## src/hw/cal_ctrl_pkg.sv

```systemverilog
// package: register map, field layout, reset values and types of the calibration control bank
package cal_ctrl_pkg;
  // ==========================================================
  // register offsets
  localparam logic [7:0] OFS_INPUT_SEL = 8'h60;
  localparam logic [7:0] OFS_RUN       = 8'h61;
  localparam logic [7:0] OFS_MODE      = 8'h62;
  localparam logic [7:0] OFS_CORE      = 8'h64;
  localparam logic [7:0] OFS_AVG       = 8'h68;
  localparam logic [7:0] OFS_STATUS    = 8'h6A;
  // ==========================================================
  // field positions
  localparam int BIT_SWAP     = 4;
  localparam int BIT_RUN      = 0;
  localparam int BIT_BGOS     = 3;
  localparam int BIT_FGOS     = 2;
  localparam int BIT_BG       = 1;
  localparam int BIT_FG       = 0;
  localparam int BIT_FOREGROUND_FINISHED  = 0;
  localparam int BIT_STOPPED  = 1;
  // ==========================================================
  // reset values
  localparam logic [7:0] RST_INPUT_SEL = 8'h01;
  localparam logic [7:0] RST_RUN       = 8'h01;
  localparam logic [7:0] RST_MODE      = 8'h01;
  localparam logic [7:0] RST_CORE      = 8'h01;
  localparam logic [7:0] RST_AVG       = 8'h61;
  // register write masks (reserved bits stay zero)
  localparam logic [7:0] MSK_INPUT_SEL = 8'h13;
  localparam logic [7:0] MSK_RUN       = 8'h01;
  localparam logic [7:0] MSK_MODE      = 8'h0F;
  localparam logic [7:0] MSK_CORE      = 8'h03;
  localparam logic [7:0] MSK_AVG       = 8'h77;
  // ==========================================================
  // timing: base calibration pass length in cycles, scaled by averaging
  localparam logic [15:0] CAL_BASE_CYC = 16'h0010;
  localparam logic [2:0]  DIV_RATIO    = 3'h3;
  // ==========================================================
  // types
  typedef enum logic [1:0] {CAL_HOLD, FOREGROUND_CAL_ON_RUN, BACKGROUND_CAL_ON_RUN, CAL_IDLE} cal_state_e;
  typedef struct packed {
    logic [7:0] input_sel;
    logic [7:0] run;
    logic [7:0] mode;
    logic [7:0] core;
    logic [7:0] avg;
  } regs_s;
  typedef struct packed {
    logic       sel_a_b;   // channel a sampling input b
    logic       sel_b_b;   // channel b sampling input b
  } mux_s;
endpackage

```

## src/hw/cal_ctrl.sv

```systemverilog
// module: input mux and calibration control register bank with calibration sequencer
//
// Our own choice: the strobed register port.
`timescale 1ns/1ns
// Notes on behaviour
// [RQ1] swap bit exchanges channel inputs
// [RQ2] swap ignored in single-channel modes
// [RQ3] single input field picks sampled input
// [RQ4] single input field ignored in dual modes
// [RQ5] new mux setting applied at calibration
// [RQ6] run bit clear holds calibration reset
// [RQ7] run clear also resets clock dividers
// [RQ8] software reprograms only while run clear
// [RQ9] run set before link enable
// [RQ10] background offset needs background on
// [RQ11] foreground offset needs foreground on
// [RQ12] background calibration bit enables background
// [RQ13] foreground bit runs or skips foreground
// [RQ14] idle core field disables one core
// [RQ15] core field written only link off
// [RQ16] averaging register fields and reset
// [RQ17] larger averaging means longer calibration
// [RQ18] foreground finished flag after done/skip
module cal_ctrl (
  input  wire logic       CLK,
  input  wire logic       RSTN,
  input  wire logic       LINK_SINGLE,   // link mode selects single-channel
  input  wire logic [7:0] ADDR,
  input  wire logic [7:0] WDATA,
  input  wire logic       WR,
  input  wire logic       RD,
  output logic      [7:0] RDATA,
  output logic            CHA_SAMPLES_B,
  output logic            CHB_SAMPLES_B,
  output logic            CAL_RUNNING,
  output logic            BG_CAL_ACTIVE,
  output logic            BG_OFS_ACTIVE,
  output logic            FG_OFS_ACTIVE,
  output logic      [1:0] IDLE_CORE,
  output logic            DIV_RST_N,
  output logic            DIG_CLK_EN,
  output logic            LINK_CLK_EN
);
  // ==========================================================
  // state
  typedef struct packed {
    cal_ctrl_pkg::regs_s      regs;
    cal_ctrl_pkg::cal_state_e st;
    logic [15:0]              cnt;       // foreground pass countdown
    logic                     foreground_finished;
    cal_ctrl_pkg::mux_s       mux;       // applied mux, updated at calibration
    logic [2:0]               div;       // clock divider shared by digital and link enables
    logic [7:0]               rdata;
    logic                     bg_act;
    logic                     bgos_act;
    logic                     fgos_act;
    logic                     div_rst_n;
    logic                     running;   // foreground pass busy, registered decode
    logic                     clk_en;    // divided clock enable, registered decode
  } state_s;

  state_s cur_ff;   // registered state
  state_s nxt_st;   // next state

  // mux decode from the input selection and link mode
  function automatic cal_ctrl_pkg::mux_s decode_mux(input logic [7:0] sel, input logic single);
    cal_ctrl_pkg::mux_s m;
    m = '0;
    if (single) begin
      // [RQ3] single mode pick
      // [RQ2] swap bit ignored here
      unique case (sel[1:0])
        2'h2:    begin m.sel_a_b = 1'b1; m.sel_b_b = 1'b1; end
        2'h3:    begin m.sel_a_b = 1'b0; m.sel_b_b = 1'b1; end
        default: begin m.sel_a_b = 1'b0; m.sel_b_b = 1'b0; end  // 1 and reserved 0 use input a
      endcase
    end else begin
      // [RQ1] dual mode swap
      // [RQ4] single field ignored here
      m.sel_a_b = sel[cal_ctrl_pkg::BIT_SWAP];
      m.sel_b_b = ~sel[cal_ctrl_pkg::BIT_SWAP];
    end
    return m;
  endfunction

  // pass length grows with both averaging depths
  function automatic logic [15:0] pass_len(input logic [7:0] avg);
    logic [15:0] n;
    n = cal_ctrl_pkg::CAL_BASE_CYC;
    n = n << avg[6:4];
    n = n + (cal_ctrl_pkg::CAL_BASE_CYC << avg[2:0]);
    return n;
  endfunction

  logic run_bit;   // calibration run control
  assign run_bit = cur_ff.regs.run[cal_ctrl_pkg::BIT_RUN];

  // ==========================================================
  // next-state logic
  always_comb begin
    nxt_st = cur_ff;
    nxt_st.rdata = 8'h00;
    // register writes; reserved bits masked to zero
    if (WR) begin
      unique case (ADDR)
        cal_ctrl_pkg::OFS_INPUT_SEL: nxt_st.regs.input_sel = WDATA & cal_ctrl_pkg::MSK_INPUT_SEL;
        cal_ctrl_pkg::OFS_RUN:       nxt_st.regs.run = WDATA & cal_ctrl_pkg::MSK_RUN;
        cal_ctrl_pkg::OFS_MODE:      nxt_st.regs.mode = WDATA & cal_ctrl_pkg::MSK_MODE;
        // [RQ15] link-off writes assumed by software
        cal_ctrl_pkg::OFS_CORE:      nxt_st.regs.core = WDATA & cal_ctrl_pkg::MSK_CORE;
        // [RQ16] averaging fields stored
        cal_ctrl_pkg::OFS_AVG:       nxt_st.regs.avg = WDATA & cal_ctrl_pkg::MSK_AVG;
        default: ;   // unmapped writes dropped
      endcase
    end
    // register reads, data one cycle later; unmapped read as zero
    if (RD) begin
      unique case (ADDR)
        cal_ctrl_pkg::OFS_INPUT_SEL: nxt_st.rdata = cur_ff.regs.input_sel;
        cal_ctrl_pkg::OFS_RUN:       nxt_st.rdata = cur_ff.regs.run;
        cal_ctrl_pkg::OFS_MODE:      nxt_st.rdata = cur_ff.regs.mode;
        cal_ctrl_pkg::OFS_CORE:      nxt_st.rdata = cur_ff.regs.core;
        cal_ctrl_pkg::OFS_AVG:       nxt_st.rdata = cur_ff.regs.avg;
        cal_ctrl_pkg::OFS_STATUS: begin
          // [RQ18] finished flag readback
          nxt_st.rdata[cal_ctrl_pkg::BIT_FOREGROUND_FINISHED] = cur_ff.foreground_finished;
          nxt_st.rdata[cal_ctrl_pkg::BIT_STOPPED] =
            cur_ff.foreground_finished & ~cur_ff.regs.mode[cal_ctrl_pkg::BIT_BG];
        end
        default: nxt_st.rdata = 8'h00;
      endcase
    end
    // ---- dividers: held in reset while run bit is clear
    // [RQ7] run clear resets dividers
    nxt_st.div_rst_n = run_bit;
    if (!run_bit) begin
      nxt_st.div = 3'h0;
    end else if (cur_ff.div == cal_ctrl_pkg::DIV_RATIO) begin
      nxt_st.div = 3'h0;
    end else begin
      nxt_st.div = cur_ff.div + 3'h1;
    end
    // ---- calibration sequencer
    unique case (cur_ff.st)
      cal_ctrl_pkg::CAL_HOLD: begin
        // [RQ6] held in reset while run clear
        nxt_st.foreground_finished = 1'b0;
        nxt_st.bg_act = 1'b0;
        nxt_st.bgos_act = 1'b0;
        nxt_st.fgos_act = 1'b0;
        if (run_bit) begin
          // [RQ5] mux setting applied at start
          nxt_st.mux = decode_mux(cur_ff.regs.input_sel, LINK_SINGLE);
          // [RQ13] values reset, then run or skip
          if (cur_ff.regs.mode[cal_ctrl_pkg::BIT_FG]) begin
            // [RQ17] depth scales pass length
            nxt_st.cnt = pass_len(cur_ff.regs.avg);
            // [RQ11] offset only with foreground
            nxt_st.fgos_act = cur_ff.regs.mode[cal_ctrl_pkg::BIT_FGOS];
            nxt_st.st = cal_ctrl_pkg::FOREGROUND_CAL_ON_RUN;
          end else begin
            nxt_st.foreground_finished = 1'b1;
            nxt_st.st = cal_ctrl_pkg::CAL_IDLE;
          end
        end
      end
      cal_ctrl_pkg::FOREGROUND_CAL_ON_RUN: begin
        if (!run_bit) begin
          // abort drops the offset pass at once, not a cycle later in hold
          nxt_st.fgos_act = 1'b0;
          nxt_st.st = cal_ctrl_pkg::CAL_HOLD;
        end else if (cur_ff.cnt == 16'h0000) begin
          nxt_st.foreground_finished = 1'b1;
          nxt_st.fgos_act = 1'b0;
          nxt_st.st = cal_ctrl_pkg::CAL_IDLE;
        end else begin
          nxt_st.cnt = cur_ff.cnt - 16'h0001;
        end
      end
      cal_ctrl_pkg::CAL_IDLE, cal_ctrl_pkg::BACKGROUND_CAL_ON_RUN: begin
        if (!run_bit) begin
          nxt_st.st = cal_ctrl_pkg::CAL_HOLD;
        end else begin
          // [RQ12] background follows its bit
          nxt_st.bg_act = cur_ff.regs.mode[cal_ctrl_pkg::BIT_BG];
          // [RQ10] offset only with background
          nxt_st.bgos_act = cur_ff.regs.mode[cal_ctrl_pkg::BIT_BG]
                          & cur_ff.regs.mode[cal_ctrl_pkg::BIT_BGOS];
          nxt_st.st = cur_ff.regs.mode[cal_ctrl_pkg::BIT_BG] ?
                      cal_ctrl_pkg::BACKGROUND_CAL_ON_RUN : cal_ctrl_pkg::CAL_IDLE;
        end
      end
    endcase
    // decodes of the next state, so every output leaves a flop
    nxt_st.running = (nxt_st.st == cal_ctrl_pkg::FOREGROUND_CAL_ON_RUN);
    nxt_st.clk_en = nxt_st.div_rst_n & (nxt_st.div == 3'h0);
  end

  // ==========================================================
  // state register
  always_ff @(posedge CLK or negedge RSTN) begin
    if (!RSTN) begin
      cur_ff <= '{regs: '{input_sel: cal_ctrl_pkg::RST_INPUT_SEL,
                          run:       cal_ctrl_pkg::RST_RUN,
                          mode:      cal_ctrl_pkg::RST_MODE,
                          core:      cal_ctrl_pkg::RST_CORE,
                          avg:       cal_ctrl_pkg::RST_AVG},
                  st: cal_ctrl_pkg::CAL_HOLD,
                  default: '0};
    end else begin
      cur_ff <= nxt_st;
    end
  end

  // ==========================================================
  // outputs, all straight from flops
  assign RDATA = cur_ff.rdata;
  assign CHA_SAMPLES_B = cur_ff.mux.sel_a_b;
  assign CHB_SAMPLES_B = cur_ff.mux.sel_b_b;
  assign CAL_RUNNING = cur_ff.running;
  assign BG_CAL_ACTIVE = cur_ff.bg_act;
  assign BG_OFS_ACTIVE = cur_ff.bgos_act;
  assign FG_OFS_ACTIVE = cur_ff.fgos_act;
  // [RQ14] idle core field driven out whatever the background bit
  assign IDLE_CORE = cur_ff.regs.core[1:0];
  assign DIV_RST_N = cur_ff.div_rst_n;
  assign DIG_CLK_EN = cur_ff.clk_en;
  assign LINK_CLK_EN = cur_ff.clk_en;

  // ==========================================================
  // checks
  AST_DIV_HOLD: assert property (@(posedge CLK) disable iff (!RSTN) // [RQ7]
    !run_bit |=> !DIV_RST_N)
    else $error("dividers not held with run clear");
  AST_HOLD_CLEARS: assert property (@(posedge CLK) disable iff (!RSTN) // [RQ6]
    !run_bit ##1 !run_bit |=> !CAL_RUNNING && !BG_CAL_ACTIVE)
    else $error("calibration active while held");
  AST_BGOS: assert property (@(posedge CLK) disable iff (!RSTN) // [RQ10]
    BG_OFS_ACTIVE |-> BG_CAL_ACTIVE)
    else $error("background offset without background");
  AST_FGOS: assert property (@(posedge CLK) disable iff (!RSTN) // [RQ11]
    FG_OFS_ACTIVE |-> CAL_RUNNING)
    else $error("foreground offset outside foreground");
  AST_SKIP: assert property (@(posedge CLK) disable iff (!RSTN) // [RQ13]
    (cur_ff.st == cal_ctrl_pkg::CAL_HOLD && run_bit && !cur_ff.regs.mode[0])
      |=> cur_ff.foreground_finished && !CAL_RUNNING)
    else $error("skip did not finish foreground");
  AST_DONE_FLAG: assert property (@(posedge CLK) disable iff (!RSTN) // [RQ18]
    CAL_RUNNING && cur_ff.cnt == 16'h0000 && run_bit |=> cur_ff.foreground_finished)
    else $error("foreground finished not raised");
  AST_SWAP: assert property (@(posedge CLK) disable iff (!RSTN) // [RQ1]
    (cur_ff.st == cal_ctrl_pkg::CAL_HOLD && run_bit && !LINK_SINGLE)
      |=> CHA_SAMPLES_B == $past(cur_ff.regs.input_sel[4]) && CHB_SAMPLES_B != CHA_SAMPLES_B)
    else $error("swap not applied");
  AST_MUX_STABLE: assert property (@(posedge CLK) disable iff (!RSTN) // [RQ5]
    cur_ff.st != cal_ctrl_pkg::CAL_HOLD |=> $stable(CHA_SAMPLES_B) && $stable(CHB_SAMPLES_B))
    else $error("mux changed without calibration");
  AST_READ: assert property (@(posedge CLK) disable iff (!RSTN) // [RQ16]
    RD && !WR && ADDR == cal_ctrl_pkg::OFS_AVG |=> RDATA == $past(cur_ff.regs.avg))
    else $error("averaging readback wrong");
endmodule

```

## config.mk

```make
export PLATFORM = sky130hd
export DESIGN_NAME = cal_ctrl
export DESIGN_NICKNAME = d
export VERILOG_FILES = /design/src/hw/cal_ctrl_pkg.sv /design/src/hw/cal_ctrl.sv
export SDC_FILE = /design/constraint.sdc
export NUM_CORES = 1
export LEC_CHECK = 0
export BUFFER_PORTS_ARGS = -buffer_cell sky130_fd_sc_hd__buf_2
export CAP_MARGIN = 5
export CORE_MARGIN = 3
export CORE_UTILIZATION = 48
export DETAILED_ROUTE_END_ITERATION = 10
export PLACE_DENSITY = 0.7
export SLEW_MARGIN = 10
export SYNTH_ARGS = -nofsm -noshare
export SYNTH_HDL_FRONTEND = slang
export SYNTH_SLANG_ARGS = --single-unit
export TNS_END_PERCENT = 50
```

## constraint.sdc

```tcl
create_clock -name CLK -period 2.84 [get_ports CLK]
set_input_delay 0.568 -clock CLK [delete_from_list [all_inputs] [get_ports CLK]]
set_output_delay 0.568 -clock CLK [all_outputs]
set_load 0.005 [all_outputs]
```

* Word-level counts from Yosys, hierarchy flattened
Cells that the tools add are included.
** Storage, ports and cells
- Flip-flop bits (word level) :: 54
- Input port bits :: 21
- Output and inout port bits :: 19
- Logic and storage cells :: 91
** Operators by class
- Add/sub/neg operators :: 3
- Eq/ne operators :: 20
- Shifts and indexed selects :: 2
- Mux-type cells :: 27
- Bitwise logic cells :: 5
- Reduce and logical (&&, ||, !) cells :: 16
** Operator list (number)
- equality test 8 x 7 -> 1 bit, second input constant :: 6
- case mux 17 bit (2 select lines) :: 1
- two-way mux 16 bit :: 2
- left shift 5 x 3 -> 16 bit, first input constant :: 2
- two-way mux 21 bit :: 1
- two-way mux 17 bit :: 1
- adder 16 bit :: 1
- logical NOT 16 bit :: 1
- AND reduction 2 bit :: 8
- subtractor 16 x 1 -> 16 bit, second input constant :: 1
- case mux 5 bit (3 select lines) :: 1
- two-way mux 2 bit :: 6
- inequality test 2 bit, second input constant :: 6
- case mux 2 bit (6 select lines) :: 1
- equality test 2 bit, second input constant :: 4
- case mux 2 bit (2 select lines) :: 2
- two-way mux 1 bit :: 7
- two-way mux 7 bit :: 1
- two-way mux 3 bit :: 2
- case mux 2 bit (3 select lines) :: 1
- AND reduction 5 bit :: 1
- equality test 2 x 1 -> 1 bit, second input constant :: 2
- nonzero test 2 bit :: 2
- adder 3 x 1 -> 3 bit, second input constant :: 1
- 9 further kinds :: 12

* Longest topological paths before layout
- Word-level depth :: 6
- Depth in mapped cells :: 11
- Mapped depth without buffers :: 10

* Least setup slack after synthesis
OpenSTA, ideal clock, no wires.
- Path type :: register to register
- From :: reg cur_ff[42] (netlist name)
- To :: reg cur_ff[28] (netlist name)
- Data arrival time :: 2.295 ns
- Required time :: 2.707 ns
- Setup slack :: 0.412 ns
- Cell stages (with the launch flop) :: 10
- Buffers on the path :: 1
- Clock period less this slack :: 2.428 ns
- Cells stage by stage :: dfrtp_1 clkbuf_1 or3b_2 fa_1 nand2b_1 a21oi_1 xnor2_1 nor2_1 o31ai_1 o21ai_0
** Between the ends
- Longest elaborated chain between the ends :: 5
** RTL lines
- start: declaration :: line cal_ctrl.sv:62 : state_s cur_ff;
- start signal: assignment :: line cal_ctrl.sv:203 : cur_ff <= '{regs: '{input_sel: cal_ctrl_pkg::RST_INPUT_SEL,
- start signal: assignment :: line cal_ctrl.sv:211 : cur_ff <= nxt_st;
- left shift 5 x 3 -> 16 bit :: line cal_ctrl.sv:90 : n = n << avg[6:4];
- adder 16 bit :: line cal_ctrl.sv:91 : n = n + (cal_ctrl_pkg::CAL_BASE_CYC << avg[2:0]);
- two-way mux 16 bit :: line cal_ctrl.sv:155 : if (cur_ff.regs.mode[cal_ctrl_pkg::BIT_FG]) begin
- two-way mux 21 bit :: line cal_ctrl.sv:151 : if (run_bit) begin
- case mux 17 bit (2 select lines) :: line cal_ctrl.sv:144 : unique case (cur_ff.st)
Every way passes these cells. The select of a mux whose other input is x is not followed.
A chain may end at the register's enable or synchronous reset.

* Final worst setup path
Ends and elaborated chain as after synthesis.

==> reports/metrics.yaml <==
timing:
  skew_ps: 9.96
  post-route-min-period_ps: 2550
  setup_viol: 0
  slew_viol_final: 0
  finalCritPeriodShare_pct: 89.8
  relSlewSlack_pct: 35.4
  hold_viol: 0
  fin_hold_ws_ps: 403
  fin_tns_setup_ps: 0
  rsz0062_at_grt: "false"
  worst_slew_pin_slew_ps: 969
  max_freq_mhz: 392
global_routing:
  grt_max_degree: 44
  antenna_found_initial: 0
  grt.total_usage_pct: 17.7
  grt_first_pass_wirelength_um: 10700
  grt-ovfl-total: 0
  grt_pass1_vias: 2247
finish:
  syn2layout_area_growth_pct: 7.72
  diodes: 0
  drive_above_1_share_pct: 24.4
  fin_nets: 376
  fillers: 557
job:
  maxCapViolations: 0
yosys:
  synth_edf_count: 0
  synth-main-ff-cell: "dfrtp_1"
  synth_common_cells: "dfrtp_1 (46), nor2_1 (25), o21ai_0 (24)"
  yosys.area.top_type_share_pct: 36.6
  postSynthRegisterBits: 53
  yosysTopAreaCell: "dfrtp_1"
  synth_area_leaders: "dfrtp_1 (37%), mux2_2 (6.1%), dfstp_2 (5.8%), ha_1 (4.4%), o21ai_0 (3.8%)"
  syn_area_um2: 3140
  syn-num-nets: 356
  avgSynthCellArea_um2: 9.73
  yosysSeqAreaShare_pct: 42.5
  synth_most_common_cell: "dfrtp_1"
  synthArstFlopShare_pct: 100
  synth_cells: 323
  yosys_warnings: 0
  synth.distinct_cells: 57
place:
  port_buffers: 37
  hpwl_um: 4680
  routabilityCongestion: 0.802
worst_setup_path:
  crit_fanout: 10
  arrival_ps: 2730
  required_ps: 3020
  crit_end: "cur_ff[28]$_DFFE_PN0P_"
  crit_path_start_kind: "register"
  rrSetupSlack_ps: 290
  worstSetupPathType: "register to register"
  end_kind: "register"
  timing.rr.end: "cur_ff[28]$_DFFE_PN0P_"
  rr_worst_depth: 8
  rr_startpoint: "cur_ff[42]$_DFFE_PN0P_"
  crit_start: "cur_ff[42]$_DFFE_PN0P_"
cts:
  cts_setup_buffers: 0
  cts_buffers: 5
  clk_pin_slew_ps: 100
  cts.sinks: 53
  htreeDepth: 2
  clockBufferDepth: 2
  cts_tree: "done"
  clock_latency_ps: 300
  cts_resized: 0
  cts_hold_buf: 0
  clockRootBuffer: "clkbuf_8"
outcome:
  status: "complete, no violations"
pwr:
  vdd_drop_max_mv: 0.266
  leakagePower_nw: 1.62
  power_density_nw_per_um2: 448
die:
  core_um2: 6130
  start_util_pct: 51.3
  fp.dieArea_um2: 7560
  die_x_um: 86.9
  io_pins: 40
  core.rowCount: 28
  dieHeight_um: 86.9
hold_path:
  hold_path.class: "input pin to asynchronous set/reset pin"
detailed_routing:
  drtIter0Drc: 117
  wl_per_cell_um: 15.0
  avgViaCountPerCell: 5.78
  drcViolationCount: 0
  ant_nets: 0
  drtPass1Iterations: 4
  vias: 2422
  routed_wl_um: 6280
## state kept, by name, indices dropped and copies added (netlist names)
| register | count |
|---|---|
| CHB_SAMPLES_B | 1 |
| BG_OFS_ACTIVE | 1 |
| IDLE_CORE | 2 |
| CAL_RUNNING | 1 |
| DIG_CLK_EN | 1 |
| DIV_RST_N | 1 |
| BG_CAL_ACTIVE | 1 |
| CHA_SAMPLES_B | 1 |
| cur_ff | 36 |
| RDATA | 7 |
| FG_OFS_ACTIVE | 1 |
## worst min-delay path by stage
stage	to	slack, ps	cells after the start
5_1_grt	cur_ff[16]$_DFF_PN0_	490	1
3_5_place_dp	cur_ff[14]$_DFF_PN0_	450	1
6_report	CAL_RUNNING$_DFF_PN0_	400	1
2_1_floorplan	BG_CAL_ACTIVE$_DFFE_PN0P_	270	0
4_1_cts	cur_ff[14]$_DFF_PN0_	440	1
3_3_place_gp	cur_ff[14]$_DFF_PN0_	440	1
## critical path, cell delays in order (launching register included)
cell and delay, ps:
dfrtp_1 520, or3b_2 520, fa_1 450, nand2b_1 170, a21oi_1 210, xnor2_1 150
nor2_1 70, o31ai_1 210, o21ai_0 110
## layout by cell type (no fill, tap or decap), types with 2 or more instances in the layout
| cell type | n |
|---|---|
| dfrtp_1 | 46 |
| buf_2 | 37 |
| nor2_1 | 25 |
| o21ai_0 | 24 |
| nand2_1 | 23 |
| mux2_2 | 17 |
| nor3_1 | 11 |
| ha_1 | 11 |
| a21oi_1 | 10 |
| dfstp_2 | 7 |
| inv_1 | 7 |
| nor2b_1 | 7 |
| and3_1 | 7 |
| nor3b_1 | 7 |
| nor4_1 | 7 |
| nand3_1 | 6 |
| xor2_1 | 6 |
| a22o_1 | 6 |
| nand3b_1 | 5 |
| xnor2_1 | 5 |
| clkbuf_8 | 5 |
| buf_4 | 5 |
| o22ai_1 | 4 |
| or3b_2 | 3 |
| and2_1 | 3 |
| mux2i_1 | 3 |
| a211oi_1 | 3 |
| and3b_1 | 3 |
| or4_1 | 3 |
| nand2b_1 | 3 |
| o32ai_1 | 3 |
| or2_2 | 2 |
| o31a_1 | 2 |
| a21o_1 | 2 |
| clkinvlp_4 | 2 |
## routing by layer
metal | vias up | global-route usage [%] | wire [um]
li1 | 1193 | - | -
met5 | - | 0 | 0
met4 | 0 | 5.24 | 74
met1 | 1168 | 25.7 | 3120
met3 | 7 | 2.65 | 280
met2 | 54 | 27.2 | 2800
## layout make-up
class	count	area (um^2)	share of cell area, %
Tap cell	75	93.8	2.77
Clock inverter	2	15.0	0.443
Inverter	8	32.5	0.960
Multi-Input combinational cell	233	1620	47.7
Clock buffer	6	72.6	2.14
Sequential cell	53	1340	39.4
Timing Repair Buffer	42	223	6.58
## report_power, final
part | internal (mW) | switching, mW | total [mW]
registers | 0.799 | 0.0411 | 0.840
clock network | 0.174 | 0.242 | 0.416
logic | 0.113 | 0.150 | 0.263
## cell families (layout without fill, tap and decap cells)
| group | Yosys count | count (layout) | synth area share [%] |
|---|---|---|---|
| xor+xnor | 11 | 11 | 3.06 |
| simple gates | 123 | 123 | 21.9 |
| other cells | 1 | 1 | 0.119 |
| flops | 53 | 53 | 42.5 |
| compound gates | 65 | 65 | 13.5 |
| buf+inv | 37 | 58 | 6.17 |
| mux | 21 | 21 | 7.76 |
| fa+ha+maj | 12 | 12 | 5.01 |
## metrics by stage
step	cells	cell area, um^2	power (mW)	util (%)	setup WS, ps
floorplan	323	3140	1.02	-	412
global placement	411	3300	1.11	53.8	334
detailed placement	411	3300	1.12	53.8	315
CTS	419	3390	1.54	55.2	269
global route	419	3390	1.60	55.2	73.9
finish	419	3390	1.52	55.2	290
(Power assumes the default switching activity.)
